File: config.mk
export PLATFORM = sky130hd
export DESIGN_NAME = pack_protection_config_regs
export DESIGN_NICKNAME = d
export VERILOG_FILES = /design/src/design/pack_prot_pkg.sv /design/src/design/pack_protection_config_regs.sv /design/src/design/persist_timer.sv /design/src/design/scan_sequencer.sv
export SDC_FILE = /design/constraint.sdc
export NUM_CORES = 1
export LEC_CHECK = 0
export ABC_CLOCK_PERIOD_IN_PS = 6900
export BUFFER_PORTS_ARGS = -buffer_cell sky130_fd_sc_hd__buf_2
export CORE_AREA = 2 2 168 187
export DETAILED_ROUTE_END_ITERATION = 8
export DIE_AREA = 0 0 170 189
export PLACE_DENSITY_LB_ADDON = 0.1
export SYNTH_ARGS = -nofsm -noshare
export SYNTH_HDL_FRONTEND = slang
export SYNTH_SLANG_ARGS = --single-unit
File: constraint.sdc
create_clock -name ref_clk_i -period 6.9 [get_ports ref_clk_i]
set_clock_uncertainty 0.1 [all_clocks]
set_input_delay 0 -clock ref_clk_i [delete_from_list [all_inputs] [get_ports ref_clk_i]]
set_output_delay 0 -clock ref_clk_i [all_outputs]
set_load 0.005 [all_outputs]
File: src/design/pack_prot_pkg.sv
// shared constants, field layouts and carrier types for the pack protection config block
package pack_prot_pkg;

	// register byte addresses on the serial register port
	localparam logic [7:0] ADDR_DIS_CFG  = 8'h05;
	localparam logic [7:0] ADDR_CHG_CFG  = 8'h06;
	localparam logic [7:0] ADDR_FEAT_CFG = 8'h07;
	localparam logic [7:0] ADDR_WEN      = 8'h08;

	// reset value of every register, and the read value of unmapped addresses
	localparam logic [7:0] REG_RESET     = 8'h00;
	localparam logic [7:0] READ_UNMAPPED = 8'h00;
	// writable bits of the write-enable register; low three are reserved
	localparam logic [7:0] WEN_WRITE_MASK = 8'hF8;

	// clock
	localparam int unsigned CLK_PERIOD_NS = 50;

	// times in their own units
	localparam int unsigned CHG_OC_BASE_MS   = 80;
	localparam int unsigned DIS_OC_BASE_MS   = 160;
	localparam int unsigned SHORT_SHORT_US   = 190;
	localparam int unsigned SHORT_LONG_MS    = 10;
	localparam int unsigned SCAN_ON_MS       = 5;
	localparam int unsigned SCAN_PERIOD_MS   = 640;

	// least times round up to whole cycles
	localparam int unsigned CHG_OC_BASE_CYC =
		(CHG_OC_BASE_MS * 1000000 + CLK_PERIOD_NS - 1) / CLK_PERIOD_NS;
	localparam int unsigned DIS_OC_BASE_CYC =
		(DIS_OC_BASE_MS * 1000000 + CLK_PERIOD_NS - 1) / CLK_PERIOD_NS;
	localparam int unsigned SHORT_SHORT_CYC =
		(SHORT_SHORT_US * 1000 + CLK_PERIOD_NS - 1) / CLK_PERIOD_NS;
	localparam int unsigned SHORT_LONG_CYC =
		(SHORT_LONG_MS * 1000000 + CLK_PERIOD_NS - 1) / CLK_PERIOD_NS;
	localparam int unsigned SCAN_ON_CYC =
		(SCAN_ON_MS * 1000000 + CLK_PERIOD_NS - 1) / CLK_PERIOD_NS;
	localparam int unsigned SCAN_PERIOD_CYC =
		(SCAN_PERIOD_MS * 1000000 + CLK_PERIOD_NS - 1) / CLK_PERIOD_NS;

	// time-scale dividers as shift amounts (32 and 64)
	localparam logic [4:0] CHG_TIME_SHIFT = 5'h05;
	localparam logic [4:0] DIS_TIME_SHIFT = 5'h06;

	// charge threshold ladder in millivolts
	localparam logic [7:0] THR_BASE_MV = 8'h64;
	localparam logic [7:0] THR_STEP_MV = 8'h14;

	// charge / time-scale configuration layout
	typedef struct packed {
		logic       auto_off_disable;
		logic [1:0] threshold;
		logic       short_long_delay;
		logic       chg_time_scale;
		logic       dis_time_scale;
		logic [1:0] delay;
	} chg_cfg_s;

	// feature configuration layout
	typedef struct packed {
		logic auto_temp_scan_off;
		logic regulator_disable;
		logic sensor_supply_force;
		logic ext_thermal_off_disable;
		logic int_thermal_off_disable;
		logic force_por;
		logic wake_pin_disable;
		logic wake_edge_select;
	} feat_cfg_s;

	// write-enable register layout
	typedef struct packed {
		logic       feature_cfg_write_en;
		logic       charge_cfg_write_en;
		logic       discharge_cfg_write_en;
		logic       user_flag_b;
		logic       user_flag_a;
		logic [2:0] reserved;
	} wen_s;

	// one register access from the serial front end
	typedef struct packed {
		logic       wr;
		logic       rd;
		logic [7:0] addr;
		logic [7:0] data;
	} reg_access_s;

	// delay in cycles: base doubled per code step, optionally divided by a power of two
	function automatic logic [31:0] delay_cycles(input logic [31:0] base, input logic [1:0] code,
			input logic scale_en, input logic [4:0] shift);
		logic [31:0] d;
		d = base << code;
		delay_cycles = scale_en ? (d >> shift) : d;
	endfunction

endpackage

File: src/design/pack_protection_config_regs.sv
// configuration registers and protection sequencing of the pack protection front end
`timescale 1ns/100ps
`default_nettype none
module pack_protection_config_regs
	import pack_prot_pkg::*;
#(
	parameter logic [31:0] CHG_OC_BASE_CYCLES  = CHG_OC_BASE_CYC,
	parameter logic [31:0] DIS_OC_BASE_CYCLES  = DIS_OC_BASE_CYC,
	parameter logic [31:0] SHORT_LONG_CYCLES   = SHORT_LONG_CYC,
	parameter logic [31:0] SCAN_ON_CYCLES      = SCAN_ON_CYC,
	parameter logic [31:0] SCAN_PERIOD_CYCLES  = SCAN_PERIOD_CYC
) (
	// clock and reset
	input  wire logic        ref_clk_i,
	input  wire logic        rst_i,
	// register access from the serial front end
	input  wire reg_access_s reg_req_i,
	output logic [7:0]       reg_rdata_o,
	// discharge register forwarding
	output logic             dis_cfg_wr_o,
	output logic [7:0]       dis_cfg_wdata_o,
	input  wire logic [1:0]  dis_oc_delay_code_i,
	output logic [31:0]      dis_oc_delay_cycles_o,
	// analog conditions
	input  wire logic        chg_oc_detect_i,
	input  wire logic        short_detect_i,
	input  wire logic        ext_overtemp_i,
	input  wire logic        int_overtemp_i,
	input  wire logic        wake_pin_i,
	// flag clears from the status register
	input  wire logic        chg_oc_flag_clr_i,
	input  wire logic        ext_ot_flag_clr_i,
	input  wire logic        int_ot_flag_clr_i,
	// status flags
	output logic             chg_overcurrent_flag_o,
	output logic             ext_overtemp_flag_o,
	output logic             int_overtemp_flag_o,
	// protection actions
	output logic             fet_shutdown_o,
	output logic             charge_switch_clear_o,
	output logic             short_trip_o,
	output logic [1:0]       chg_oc_threshold_o,
	output logic [7:0]       chg_oc_threshold_mv_o,
	output logic [31:0]      chg_oc_delay_cycles_o,
	// supplies and wake
	output logic             sensor_supply_out_o,
	output logic             regulator_disable_o,
	output logic             wake_o
);
	// configuration registers
	chg_cfg_s  chg_cfg_reg;                 // charge / time-scale config
	feat_cfg_s feat_cfg_reg;                // feature config
	wen_s      wen_reg;                     // write enables and user flags
	logic      por_pending_reg;             // forced reset scheduled for next cycle

	// decoded accesses
	logic      wr_chg;
	logic      wr_feat;
	logic      wr_wen;
	logic      wr_dis;
	logic [7:0] rd_mux;
	feat_cfg_s feat_wdata;

	// derived timing
	logic [31:0] chg_delay;
	logic [31:0] dis_delay;
	logic [31:0] short_delay;
	logic        chg_fire;
	logic        short_fire;
	logic        scan_on;

	// flags and actions
	logic chg_flag_reg;
	logic ext_flag_reg;
	logic int_flag_reg;
	logic fet_off_reg;
	logic chg_clear_reg;
	logic short_trip_reg;
	logic supply_reg;
	logic [1:0]  thr_code_reg;
	logic [7:0]  thr_mv_reg;
	logic [31:0] chg_delay_reg;
	logic [31:0] dis_delay_reg;
	logic [7:0]  rdata_reg;
	logic        dis_wr_reg;
	logic [7:0]  dis_wdata_reg;
	logic        shut_next;

	// wake edge detection
	logic wake_prev_reg;
	logic wake_armed_reg;
	logic wake_reg;
	logic wake_edge;

	// threshold ladder: base plus one step per code
	function automatic logic [7:0] threshold_mv(input logic [1:0] code);
		threshold_mv = THR_BASE_MV + (THR_STEP_MV * {6'h00, code});
	endfunction

	// write decode; protected registers need their enable bit
	assign wr_feat = reg_req_i.wr && (reg_req_i.addr == ADDR_FEAT_CFG)
		&& wen_reg.feature_cfg_write_en;
	assign wr_chg  = reg_req_i.wr && (reg_req_i.addr == ADDR_CHG_CFG)
		&& wen_reg.charge_cfg_write_en;
	assign wr_dis  = reg_req_i.wr && (reg_req_i.addr == ADDR_DIS_CFG)
		&& wen_reg.discharge_cfg_write_en;
	assign wr_wen  = reg_req_i.wr && (reg_req_i.addr == ADDR_WEN);
	assign feat_wdata = feat_cfg_s'(reg_req_i.data);

	// read select; the forced-reset bit reads back as set only in the one cycle before the forced reset clears it
	assign rd_mux =
		(reg_req_i.addr == ADDR_CHG_CFG)  ? 8'(chg_cfg_reg) :
		(reg_req_i.addr == ADDR_FEAT_CFG) ? 8'(feat_cfg_reg) :
		(reg_req_i.addr == ADDR_WEN)      ? (8'(wen_reg) & WEN_WRITE_MASK) :
		READ_UNMAPPED;

	// delay selection
	assign chg_delay = delay_cycles(CHG_OC_BASE_CYCLES, chg_cfg_reg.delay,
		chg_cfg_reg.chg_time_scale, CHG_TIME_SHIFT);
	assign dis_delay = delay_cycles(DIS_OC_BASE_CYCLES, dis_oc_delay_code_i,
		chg_cfg_reg.dis_time_scale, DIS_TIME_SHIFT);
	assign short_delay = chg_cfg_reg.short_long_delay ? SHORT_LONG_CYCLES
		: 32'(SHORT_SHORT_CYC);

	// wake edge according to polarity, blocked by the disable bit
	assign wake_edge = wake_armed_reg && !feat_cfg_reg.wake_pin_disable &&
		(feat_cfg_reg.wake_edge_select ? (wake_pin_i && !wake_prev_reg)
		: (!wake_pin_i && wake_prev_reg));

	// automatic FET shutdown from charge OC or either overtemperature
	assign shut_next = (chg_fire && !chg_cfg_reg.auto_off_disable)
		|| (ext_overtemp_i && !feat_cfg_reg.ext_thermal_off_disable)
		|| (int_overtemp_i && !feat_cfg_reg.int_thermal_off_disable);

	// charge overcurrent persistence
	persist_timer #(
		.WIDTH(32)
	) u_chg_timer (
		.ref_clk_i(ref_clk_i),
		.rst_i    (rst_i),
		.clr_i    (por_pending_reg),
		.active_i (chg_oc_detect_i),
		.limit_i  (chg_delay),
		.fire_o   (chg_fire)
	);

	// short circuit persistence
	persist_timer #(
		.WIDTH(32)
	) u_short_timer (
		.ref_clk_i(ref_clk_i),
		.rst_i    (rst_i),
		.clr_i    (por_pending_reg),
		.active_i (short_detect_i),
		.limit_i  (short_delay),
		.fire_o   (short_fire)
	);

	// periodic external temperature scan
	scan_sequencer #(
		.WIDTH(32)
	) u_scan (
		.ref_clk_i   (ref_clk_i),
		.rst_i       (rst_i),
		.clr_i       (por_pending_reg),
		.enable_i    (!feat_cfg_reg.auto_temp_scan_off),
		.on_cyc_i    (SCAN_ON_CYCLES),
		.period_cyc_i(SCAN_PERIOD_CYCLES),
		.scan_on_o   (scan_on)
	);

	// configuration registers; forced reset wins over any write in flight
	always_ff @(posedge ref_clk_i or posedge rst_i) begin
		if (rst_i) begin
			chg_cfg_reg  <= chg_cfg_s'(REG_RESET);
			feat_cfg_reg <= feat_cfg_s'(REG_RESET);
			wen_reg      <= wen_s'(REG_RESET);
		end else if (por_pending_reg) begin
			chg_cfg_reg  <= chg_cfg_s'(REG_RESET);
			feat_cfg_reg <= feat_cfg_s'(REG_RESET);
			wen_reg      <= wen_s'(REG_RESET);
		end else begin
			if (wr_chg)
				chg_cfg_reg <= chg_cfg_s'(reg_req_i.data);
			if (wr_feat)
				feat_cfg_reg <= feat_wdata;
			// user flags are touched only by writes and resets, never by regulator state
			if (wr_wen)
				wen_reg <= wen_s'(reg_req_i.data & WEN_WRITE_MASK);
		end
	end

	// forced reset: one cycle after the write, config registers, flags, actions, timers and scan return to zero
	always_ff @(posedge ref_clk_i or posedge rst_i) begin
		if (rst_i)
			por_pending_reg <= 1'b0;
		else
			por_pending_reg <= !por_pending_reg && wr_feat && feat_wdata.force_por;
	end

	// status flags; a new event wins over a clear in the same cycle
	always_ff @(posedge ref_clk_i or posedge rst_i) begin
		if (rst_i) begin
			chg_flag_reg <= 1'b0;
			ext_flag_reg <= 1'b0;
			int_flag_reg <= 1'b0;
		end else if (por_pending_reg) begin
			chg_flag_reg <= 1'b0;
			ext_flag_reg <= 1'b0;
			int_flag_reg <= 1'b0;
		end else begin
			chg_flag_reg <= chg_fire || (chg_flag_reg && !chg_oc_flag_clr_i);
			ext_flag_reg <= ext_overtemp_i || (ext_flag_reg && !ext_ot_flag_clr_i);
			int_flag_reg <= int_overtemp_i || (int_flag_reg && !int_ot_flag_clr_i);
		end
	end

	// protection actions and sensor supply
	always_ff @(posedge ref_clk_i or posedge rst_i) begin
		if (rst_i) begin
			fet_off_reg    <= 1'b0;
			chg_clear_reg  <= 1'b0;
			short_trip_reg <= 1'b0;
			supply_reg     <= 1'b0;
		end else if (por_pending_reg) begin
			fet_off_reg    <= 1'b0;
			chg_clear_reg  <= 1'b0;
			short_trip_reg <= 1'b0;
			supply_reg     <= 1'b0;
		end else begin
			fet_off_reg    <= shut_next;
			chg_clear_reg  <= chg_fire && !chg_cfg_reg.auto_off_disable;
			short_trip_reg <= short_fire;
			// supply follows flag, force bit and scan window
			supply_reg     <= chg_flag_reg || feat_cfg_reg.sensor_supply_force
				|| scan_on;
		end
	end

	// registered copies of the selections, so every output leaves a flop
	always_ff @(posedge ref_clk_i or posedge rst_i) begin
		if (rst_i) begin
			thr_code_reg  <= 2'h0;
			thr_mv_reg    <= THR_BASE_MV;
			chg_delay_reg <= CHG_OC_BASE_CYCLES;
			dis_delay_reg <= DIS_OC_BASE_CYCLES;
		end else begin
			thr_code_reg  <= chg_cfg_reg.threshold;
			thr_mv_reg    <= threshold_mv(chg_cfg_reg.threshold);
			chg_delay_reg <= chg_delay;
			dis_delay_reg <= dis_delay;
		end
	end

	// register read data and discharge write forwarding
	always_ff @(posedge ref_clk_i or posedge rst_i) begin
		if (rst_i) begin
			rdata_reg     <= READ_UNMAPPED;
			dis_wr_reg    <= 1'b0;
			dis_wdata_reg <= REG_RESET;
		end else begin
			if (reg_req_i.rd)
				rdata_reg <= rd_mux;
			dis_wr_reg <= wr_dis && !por_pending_reg;
			if (wr_dis)
				dis_wdata_reg <= reg_req_i.data;
		end
	end

	// wake pin history; armed after one sample so reset cannot fake an edge
	always_ff @(posedge ref_clk_i or posedge rst_i) begin
		if (rst_i) begin
			wake_prev_reg  <= 1'b0;
			wake_armed_reg <= 1'b0;
			wake_reg       <= 1'b0;
		end else begin
			wake_prev_reg  <= wake_pin_i;
			wake_armed_reg <= 1'b1;
			wake_reg       <= wake_edge;
		end
	end

	// outputs
	assign reg_rdata_o            = rdata_reg;
	assign dis_cfg_wr_o           = dis_wr_reg;
	assign dis_cfg_wdata_o        = dis_wdata_reg;
	assign dis_oc_delay_cycles_o  = dis_delay_reg;
	assign chg_overcurrent_flag_o = chg_flag_reg;
	assign ext_overtemp_flag_o    = ext_flag_reg;
	assign int_overtemp_flag_o    = int_flag_reg;
	assign fet_shutdown_o         = fet_off_reg;
	assign charge_switch_clear_o  = chg_clear_reg;
	assign short_trip_o           = short_trip_reg;
	assign chg_oc_threshold_o     = thr_code_reg;
	assign chg_oc_threshold_mv_o  = thr_mv_reg;
	assign chg_oc_delay_cycles_o  = chg_delay_reg;
	assign sensor_supply_out_o    = supply_reg;
	assign regulator_disable_o    = feat_cfg_reg.regulator_disable;
	assign wake_o                 = wake_reg;
endmodule
`default_nettype wire

File: src/design/persist_timer.sv
// persistence timer: fires once a condition has held for a programmed cycle count
`timescale 1ns/100ps
`default_nettype none
module persist_timer #(
	parameter int unsigned WIDTH = 32
) (
	// clock and reset
	input  wire logic             ref_clk_i,
	input  wire logic             rst_i,
	input  wire logic             clr_i,      // synchronous clear
	// condition and limit
	input  wire logic             active_i,   // condition present
	input  wire logic [WIDTH-1:0] limit_i,    // cycles it must hold, at least one
	// result
	output logic                  fire_o      // one-cycle pulse on reaching limit
);
	logic [WIDTH-1:0] cnt_reg;                // cycles held so far
	logic [WIDTH-1:0] cnt_next;
	logic             done_reg;               // fired during this episode
	logic             reach;                  // this cycle completes the hold
	logic             fire_reg;

	// a limit changed mid-episode takes effect at once; the count is not restarted
	assign reach    = active_i && !done_reg && ((cnt_reg + 1'b1) >= limit_i);
	assign cnt_next = (!active_i || done_reg) ? '0 : cnt_reg + 1'b1;
	assign fire_o   = fire_reg;

	// count while the condition holds, drop to zero as soon as it goes away
	always_ff @(posedge ref_clk_i or posedge rst_i) begin
		if (rst_i) begin
			cnt_reg  <= '0;
			done_reg <= 1'b0;
			fire_reg <= 1'b0;
		end else if (clr_i) begin
			cnt_reg  <= '0;
			done_reg <= 1'b0;
			fire_reg <= 1'b0;
		end else begin
			cnt_reg  <= cnt_next;
			done_reg <= active_i && (done_reg || reach);
			fire_reg <= reach;
		end
	end
endmodule
`default_nettype wire

File: src/design/scan_sequencer.sv
// periodic on-window generator for the external temperature scan
`timescale 1ns/100ps
`default_nettype none
module scan_sequencer #(
	parameter int unsigned WIDTH = 32
) (
	// clock and reset
	input  wire logic             ref_clk_i,
	input  wire logic             rst_i,
	input  wire logic             clr_i,       // synchronous clear
	// timing
	input  wire logic             enable_i,    // periodic scan allowed
	input  wire logic [WIDTH-1:0] on_cyc_i,    // length of the on window
	input  wire logic [WIDTH-1:0] period_cyc_i,// full period
	// result
	output logic                  scan_on_o    // level, high during the window
);
	logic [WIDTH-1:0] cnt_reg;                 // position inside the period
	logic [WIDTH-1:0] cnt_next;
	logic             wrap;
	logic             on_reg;

	assign wrap      = (cnt_reg + 1'b1) >= period_cyc_i;
	assign cnt_next  = (!enable_i || wrap) ? '0 : cnt_reg + 1'b1;
	assign scan_on_o = on_reg;

	// window opens at the start of each period; disabling restarts the period
	always_ff @(posedge ref_clk_i or posedge rst_i) begin
		if (rst_i) begin
			cnt_reg <= '0;
			on_reg  <= 1'b0;
		end else if (clr_i) begin
			cnt_reg <= '0;
			on_reg  <= 1'b0;
		end else begin
			cnt_reg <= cnt_next;
			// judged on the count before it advances, so the first window after enable is full
			on_reg  <= enable_i && (cnt_reg < on_cyc_i);
		end
	end
endmodule
`default_nettype wire

==> results.yml, run 1 <==
worst_setup_path:
  critPathKind: "register to register"
  path_delay_family: "simple AND/OR/NAND/NOR gates"
  r2r_cells: 12
  worstReg2RegStart: "u_chg_timer.cnt_reg[2]"
  critPathArrivalTime_ns: 3.88
  path_cells: "and4_1 > nor4bb_1 > buf_4 > nand3_1 > xnor2_1 > ha_1 > nor2b_1 > a2111oi_0 > o41ai_1 > a2111o_1 > nor4_1 > a311oi_1"
  crit_required_ns: 7.09
  worstSetupPathDepth: 12
  crit_path_start: "u_chg_timer.cnt_reg[2]"
  cp-start-kind: "register"
  slowest_delay_ns: 0.45
  r2r_end: "u_chg_timer.done_reg"
  crit_end: "u_chg_timer.done_reg"
  reg2reg_slack_ns: 3.21
  cp_num_buf_inv: 1
  cp_max_fo: 7
  slowest_stage: "nor4_1"
  critPathCaptureType: "register"
routing:
  drc: 0
  vias: 7355
  viasPerCell: 4.83
  drt_iter0_markers: 339
  wl_per_cell_um: 14.9
  ant_nets: 0
  dr.pass1.iters: 4
  wirelength_um: 22800
synth:
  synth.cell_area_sq_um: 10100
  synth_cells: 1010
  synth_top_area_share_pct: 44.7
  ys_seq_elements: 196
  yosys_warnings: 0
  synthArstFlopShare_pct: 100
  avgSynthCellArea_sq_um: 10.0
  synthTopCellsByArea: "dfrtp_1 45%, ha_1 5.2%, xnor2_1 4.0%"
  yosysUniqueCellTypes: 64
  ys_seq_area_share_pct: 48.6
  synth-edff-count: 0
  yosysTopAreaCell: "dfrtp_1"
  ys.flop_type: "dfrtp_1"
power_and_ir_drop:
  ir_drop_mv: 0.126
  power_density_nw_per_um2: 195
  seqPwrFrac_pct: 51.2
  power.internal_mw: 1.76
  p_clk_share_pct: 44.4
  p_switching_mw: 0.539
  p_sw_share_pct: 23.4
  power.combinational.fraction_pct: 4.3
  leakagePower_nw: 5.67
global_routing:
  overflow: 0
  busiest_layer: "met2"
  grtUsageTotal_pct: 14.8
  grt_max_degree: 102
  grt_pass1_vias: 7361
  met1_usage_pct: 20.0
  grtUsageMet3_pct: 2.78
  met2_usage_pct: 24.6
  antenna_found_initial: 0
  grt_first_pass_wirelength_um: 38200
place:
  io_buffers: 103
  dp_hpwl_um: 16300
  gp_congestion: 0.751
  dp.cells: 1464
finish:
  final_nets: 1204
  area_delta_synth_final_pct: 16.6
  instances_no_fill: 1524
  drive_gt1_share_pct: 17.7
  post-route-util_pct: 39.2
  n_antenna_cell: 0
  layout_commonest_cell: "dfrtp_1"
  layout_common_cells: "181 x dfrtp_1, 103 x buf_2, 98 x nor2_1"
min_path:
  min_path_type: "primary input to register"
sta:
  setup_tns_ns: 0
  slew_headroom_pct: 35.8
  worstMarginPinSlew_ns: 0.964
  fin_crit_sh_pct: 53.5
  finalSetupViolCount: 0
  fin_crit_ns: 3.69
  clock.fmax_mhz: 271
  maxSlewViolCount: 0
  grt_setup_unrepaired: "false"
  hold_viol: 0
floorplanning:
  io_pins: 130
  initial_core_util_pct: 33.6
  core_area_sq_um: 30200
  die_x_um: 170
  dieHeight_um: 189
  die-area_sq_um: 32100
  rows: 67
clock_tree:
  cts_resized: 0
  cts_hold_buf: 28
  clockRootBuffer: "clkbuf_16"
  htree_levels: 4
  numCtsBuffers: 17
  post_cts_buffers: 0
  cts.sinks: 196
  clk_pin_slew_ns: 0.07
  clockBufferDepth: 2
  cts_tree: "yes"
  clock_latency_ns: 0.43
flow_run:
  maxCapViolCount: 0
status:
  status: "completed"
cells by family after synthesis:
logic type,share of synthesized area (%)
flops,48.6
mux,3.68
compound gates,7.25
fa+ha+maj,5.19
buf+inv,5.85
simple gates,22.2
other cells,0.0741
xor+xnor,7.17
through the flow:
stage | cell area, sq um | total power [mW] | hold WS (ns) | setup WS (ns)
floorplan | 10300 | 1.26 | -0.0686 | 1.48
global placement | 10900 | 1.29 | 0.0409 | 3.32
detailed placement | 10900 | 1.29 | 0.0432 | 3.22
CTS | 11800 | 2.34 | 0.0376 | 3.20
global route | 11800 | 2.41 | 0.0474 | 2.98
finish | 11800 | 2.30 | 0.0381 | 3.21
worst reg2reg max path: stages (launching register included):
cell       delay (ns)
dfrtp_1          0.40
and4_1           0.29
nor4bb_1         0.32
buf_4            0.21
nand3_1          0.10
xnor2_1          0.15
ha_1             0.31
nor2b_1          0.13
a2111oi_0        0.36
o41ai_1          0.18
a2111o_1         0.40
nor4_1           0.45
a311oi_1         0.16
Yosys cell counts (9+ instances only):
cell        n
and2_1     10
mux2i_1    26
nor2_1     98
nor3b_1     9
inv_1      55
nand3_1    46
dfrtp_1   181
xor2_1     37
nor2b_1    40
nor2_2     20
nand2b_1   14
mux2_2     10
dfstp_2    15
nand2_1    68
clkbuf_1   34
ha_1       42
and4_1     12
xnor2_1    46
nand4_1    29
o21ai_0    14
nor3_1     17
and3_1     18
a21oi_1    38
buf_4      28
nor4_1     11
cell type report:
class,instances,area [sq um]
clock buffers,19,443
clock inverters,13,161
fillers,3039,18400
inverters,55,214
multi-input cells,722,4740
flip-flops and latches,196,4920
well taps,379,474
repair buffers,140,863
how the worst min path moves through the flow:
| stage | from | end | slack (ns) | cells past startpoint |
|---|---|---|---|---|
| 6_report | reg_req_i[9] | reg_rdata_o[1] | 0.04 | 3 |
| 5_1_grt | reg_req_i[9] | reg_rdata_o[1] | 0.05 | 3 |
| 4_1_cts | reg_req_i[9] | reg_rdata_o[0] | 0.04 | 3 |
| 3_5_place_dp | wake_pin_i | wake_prev_reg | 0.04 | 1 |
| 3_3_place_gp | wake_pin_i | wake_prev_reg | 0.04 | 1 |
| 2_1_floorplan | dis_oc_delay_code_i[1] | dis_oc_delay_cycles_o[17] | -0.07 | 0 |
routing by layer:
metal	wire (um)	up-vias
li1	-	3641
met1	11100	3571
met2	10700	136
met3	823	7
met4	167	0
met5	0	-
power by group through the flow:
stage	logic, mW	clock network [mW]	registers (mW)
6_report	0.0996	1.02	1.18
5_1_grt	0.115	1.11	1.18
4_1_cts	0.103	1.06	1.18
3_5_place_dp	0.0925	0	1.20
3_3_place_gp	0.0924	0	1.20
2_1_floorplan	0.0631	0	1.20
(Power assumes the default switching activity.)
==> run 2, diff against run 1 <==
--- a/config.mk
+++ b/config.mk
@@ -5,7 +5,7 @@
 export SDC_FILE = /design/constraint.sdc
 export NUM_CORES = 1
 export LEC_CHECK = 0
-export ABC_CLOCK_PERIOD_IN_PS = 6900
+export ABC_CLOCK_PERIOD_IN_PS = 3100
 export BUFFER_PORTS_ARGS = -buffer_cell sky130_fd_sc_hd__buf_2
 export CORE_AREA = 2 2 168 187
 export DETAILED_ROUTE_END_ITERATION = 8
==> constraint.sdc (replaced) <==
create_clock -name ref_clk_i -period 3.1 [get_ports ref_clk_i]
set_clock_uncertainty 0.1 [all_clocks]
set_input_delay 0 -clock ref_clk_i [delete_from_list [all_inputs] [get_ports ref_clk_i]]
set_output_delay 0 -clock ref_clk_i [all_outputs]
set_load 0.005 [all_outputs]
==> results.yml, run 2 (synthesized netlist as in run 1, its figures left out) <==
worst_setup_path:
  r2r_end: "u_chg_timer.done_reg"
  slowest_stage: "a2111o_1"
  reg2reg_slack_ns: -0.04
  cp_max_fo: 4
  path_cells: "and4_4 > nor4bb_4 > buf_4 > nand3_2 > xnor2_1 > ha_1 > nor2b_1 > a2111oi_4 > o41ai_2 > a2111o_1 > nor4_4 > a311oi_1"
  critPathKind: "register to register"
  cp_num_buf_inv: 1
  r2r_cells: 12
  critPathArrivalTime_ns: 3.36
  worstSetupPathDepth: 12
  crit_path_start: "u_chg_timer.cnt_reg[3]"
  crit_end: "u_chg_timer.done_reg"
  crit_required_ns: 3.32
  path_delay_family: "compound AO/OA/AOI/OAI gates"
  worstReg2RegStart: "u_chg_timer.cnt_reg[3]"
  slowest_delay_ns: 0.46
  cp-start-kind: "register"
  critPathCaptureType: "register"
flow_run:
  maxCapViolCount: 0
clock_tree:
  cts_tree: "yes"
  clk_pin_slew_ns: 0.08
  clock_latency_ns: 0.45
  numCtsBuffers: 17
  clockBufferDepth: 2
  cts.sinks: 196
  clockRootBuffer: "clkbuf_16"
  htree_levels: 4
sta:
  finalSetupViolCount: 2
  holdWs_ns: 0.0356
  clock.fmax_mhz: 319
  hold_viol: 0
  grt_setup_unrepaired: "true"
  worstMarginPinSlew_ns: 0.872
  fin_crit_sh_pct: 101
  maxSlewViolCount: 0
  setup_tns_ns: -0.0613
  fin_ws_ns: -0.0395
  slew_headroom_pct: 41.9
  fin_crit_ns: 3.14
routing:
  ant_nets: 0
  viasPerCell: 4.76
  drc: 0
  dr.pass1.iters: 4
  drt_iter0_markers: 305
  wl_per_cell_um: 14.8
  vias: 7621
  wirelength_um: 23700
place:
  dp_slack_ns: -0.235
  io_buffers: 103
  dpl_cell_area_sq_um: 11500
  dp_hpwl_um: 16600
  gp_congestion: 0.791
  dp.cells: 1531
floorplanning:
  die-area_sq_um: 32100
  initial_core_util_pct: 33.6
  die_x_um: 170
  core_area_sq_um: 30200
  io_pins: 130
  rows: 67
  dieHeight_um: 189
power_and_ir_drop:
  leakagePower_nw: 6.12
  ir_drop_mv: 0.274
  p_sw_share_pct: 25.1
  power.combinational.fraction_pct: 4.8
  power_density_nw_per_um2: 407
  seqPwrFrac_pct: 51.1
  p_clk_share_pct: 44.1
  power.internal_mw: 3.84
  power_mw: 5.12
  p_switching_mw: 1.28
global_routing:
  grt_pass1_vias: 7666
  antenna_found_initial: 0
  grt_max_degree: 127
  grtUsageTotal_pct: 15.0
  overflow: 0
  grt_first_pass_wirelength_um: 38600
finish:
  post-route-util_pct: 41.8
  final_nets: 1281
  instances_no_fill: 1601
  register_area_sq_um: 4920
  fin_area_sq_um: 12600
  multiInputGateArea_sq_um: 4930
  drive_gt1_share_pct: 24.8
  nFillCells: 2960
  n_antenna_cell: 0
  area_delta_synth_final_pct: 24.4
  layout_common_cells: "181 x dfrtp_1, 103 x buf_2, 96 x nor2_1"
  layout_commonest_cell: "dfrtp_1"
min_path:
  min_path_type: "primary input to register"
  min_path_cells: 5
status:
  violations: "setup timing"
  status: "finished, violations left"
[run 2: cell count changes in the layout (fill, tap and decap cells not counted), sizes merged]
cell / previous run / this run
buf: 112 / 185
bufinv: 2 / 1
clkbuf: 19 / 17
clkinv: 3 / 6
clkinvlp: 1 / 4
dlygate4sd3: 28 / 32
inv: 62 / 59
[run 2: per-layer routing]
layer  GRT usage (%)  up-vias  routed length, um
li1                -     3791                  -
met1            19.3     3691              10900
met2            25.7      111              11800
met3            2.63       28                682
met4            4.77        0                347
met5               0        -                  0
[run 2: power groups by stage]
| stage | clock network, mW | registers [mW] | logic (mW) |
|---|---|---|---|
| after floorplan | 0 | 2.67 | 0.141 |
| after global placement | 0 | 2.67 | 0.225 |
| after detailed placement | 0 | 2.67 | 0.225 |
| after CTS | 2.34 | 2.62 | 0.253 |
| after global routing | 2.45 | 2.62 | 0.282 |
| final | 2.26 | 2.62 | 0.245 |
[run 2: worst min path at each step]
stage | from | end | slack [ns]
after floorplan | dis_oc_delay_code_i[1] | dis_oc_delay_cycles_o[17] | -0.07
after global placement | wake_pin_i | wake_prev_reg | 0.04
after detailed placement | wake_pin_i | wake_prev_reg | 0.04
after CTS | reg_req_i[8] | reg_rdata_o[0] | 0.02
after global routing | reg_req_i[10] | reg_rdata_o[3] | 0.07
final | reg_req_i[8] | reg_rdata_o[0] | 0.04
[run 2: worst reg2reg max path, delay by kind of cell (launching register included)]
kind,cells,cell delay [ns]
buf+inv,1,0.16
simple gates,5,0.93
fa+ha+maj,1,0.30
compound gates,4,1.03
flops,1,0.35
xor+xnor,1,0.15
[run 2: timing repair]
action                                  4_1_cts  5_1_grt
resized for setup                            13       22
hold buffers                                 32        0
endpoints found under the hold margin       242        0
buffers inserted                              2        4
endpoints found under the setup margin        2        4
pin swaps                                     3       12
[run 2: layout make-up]
cell class	instances	area share [%]
Clock inverter	15	1.38
Timing Repair Buffer	217	11.6
Multi-Input combinational cell	722	39.1
Inverter	55	1.67
Tap cell	379	3.76
Sequential cell	196	39.1
Clock buffer	17	3.38
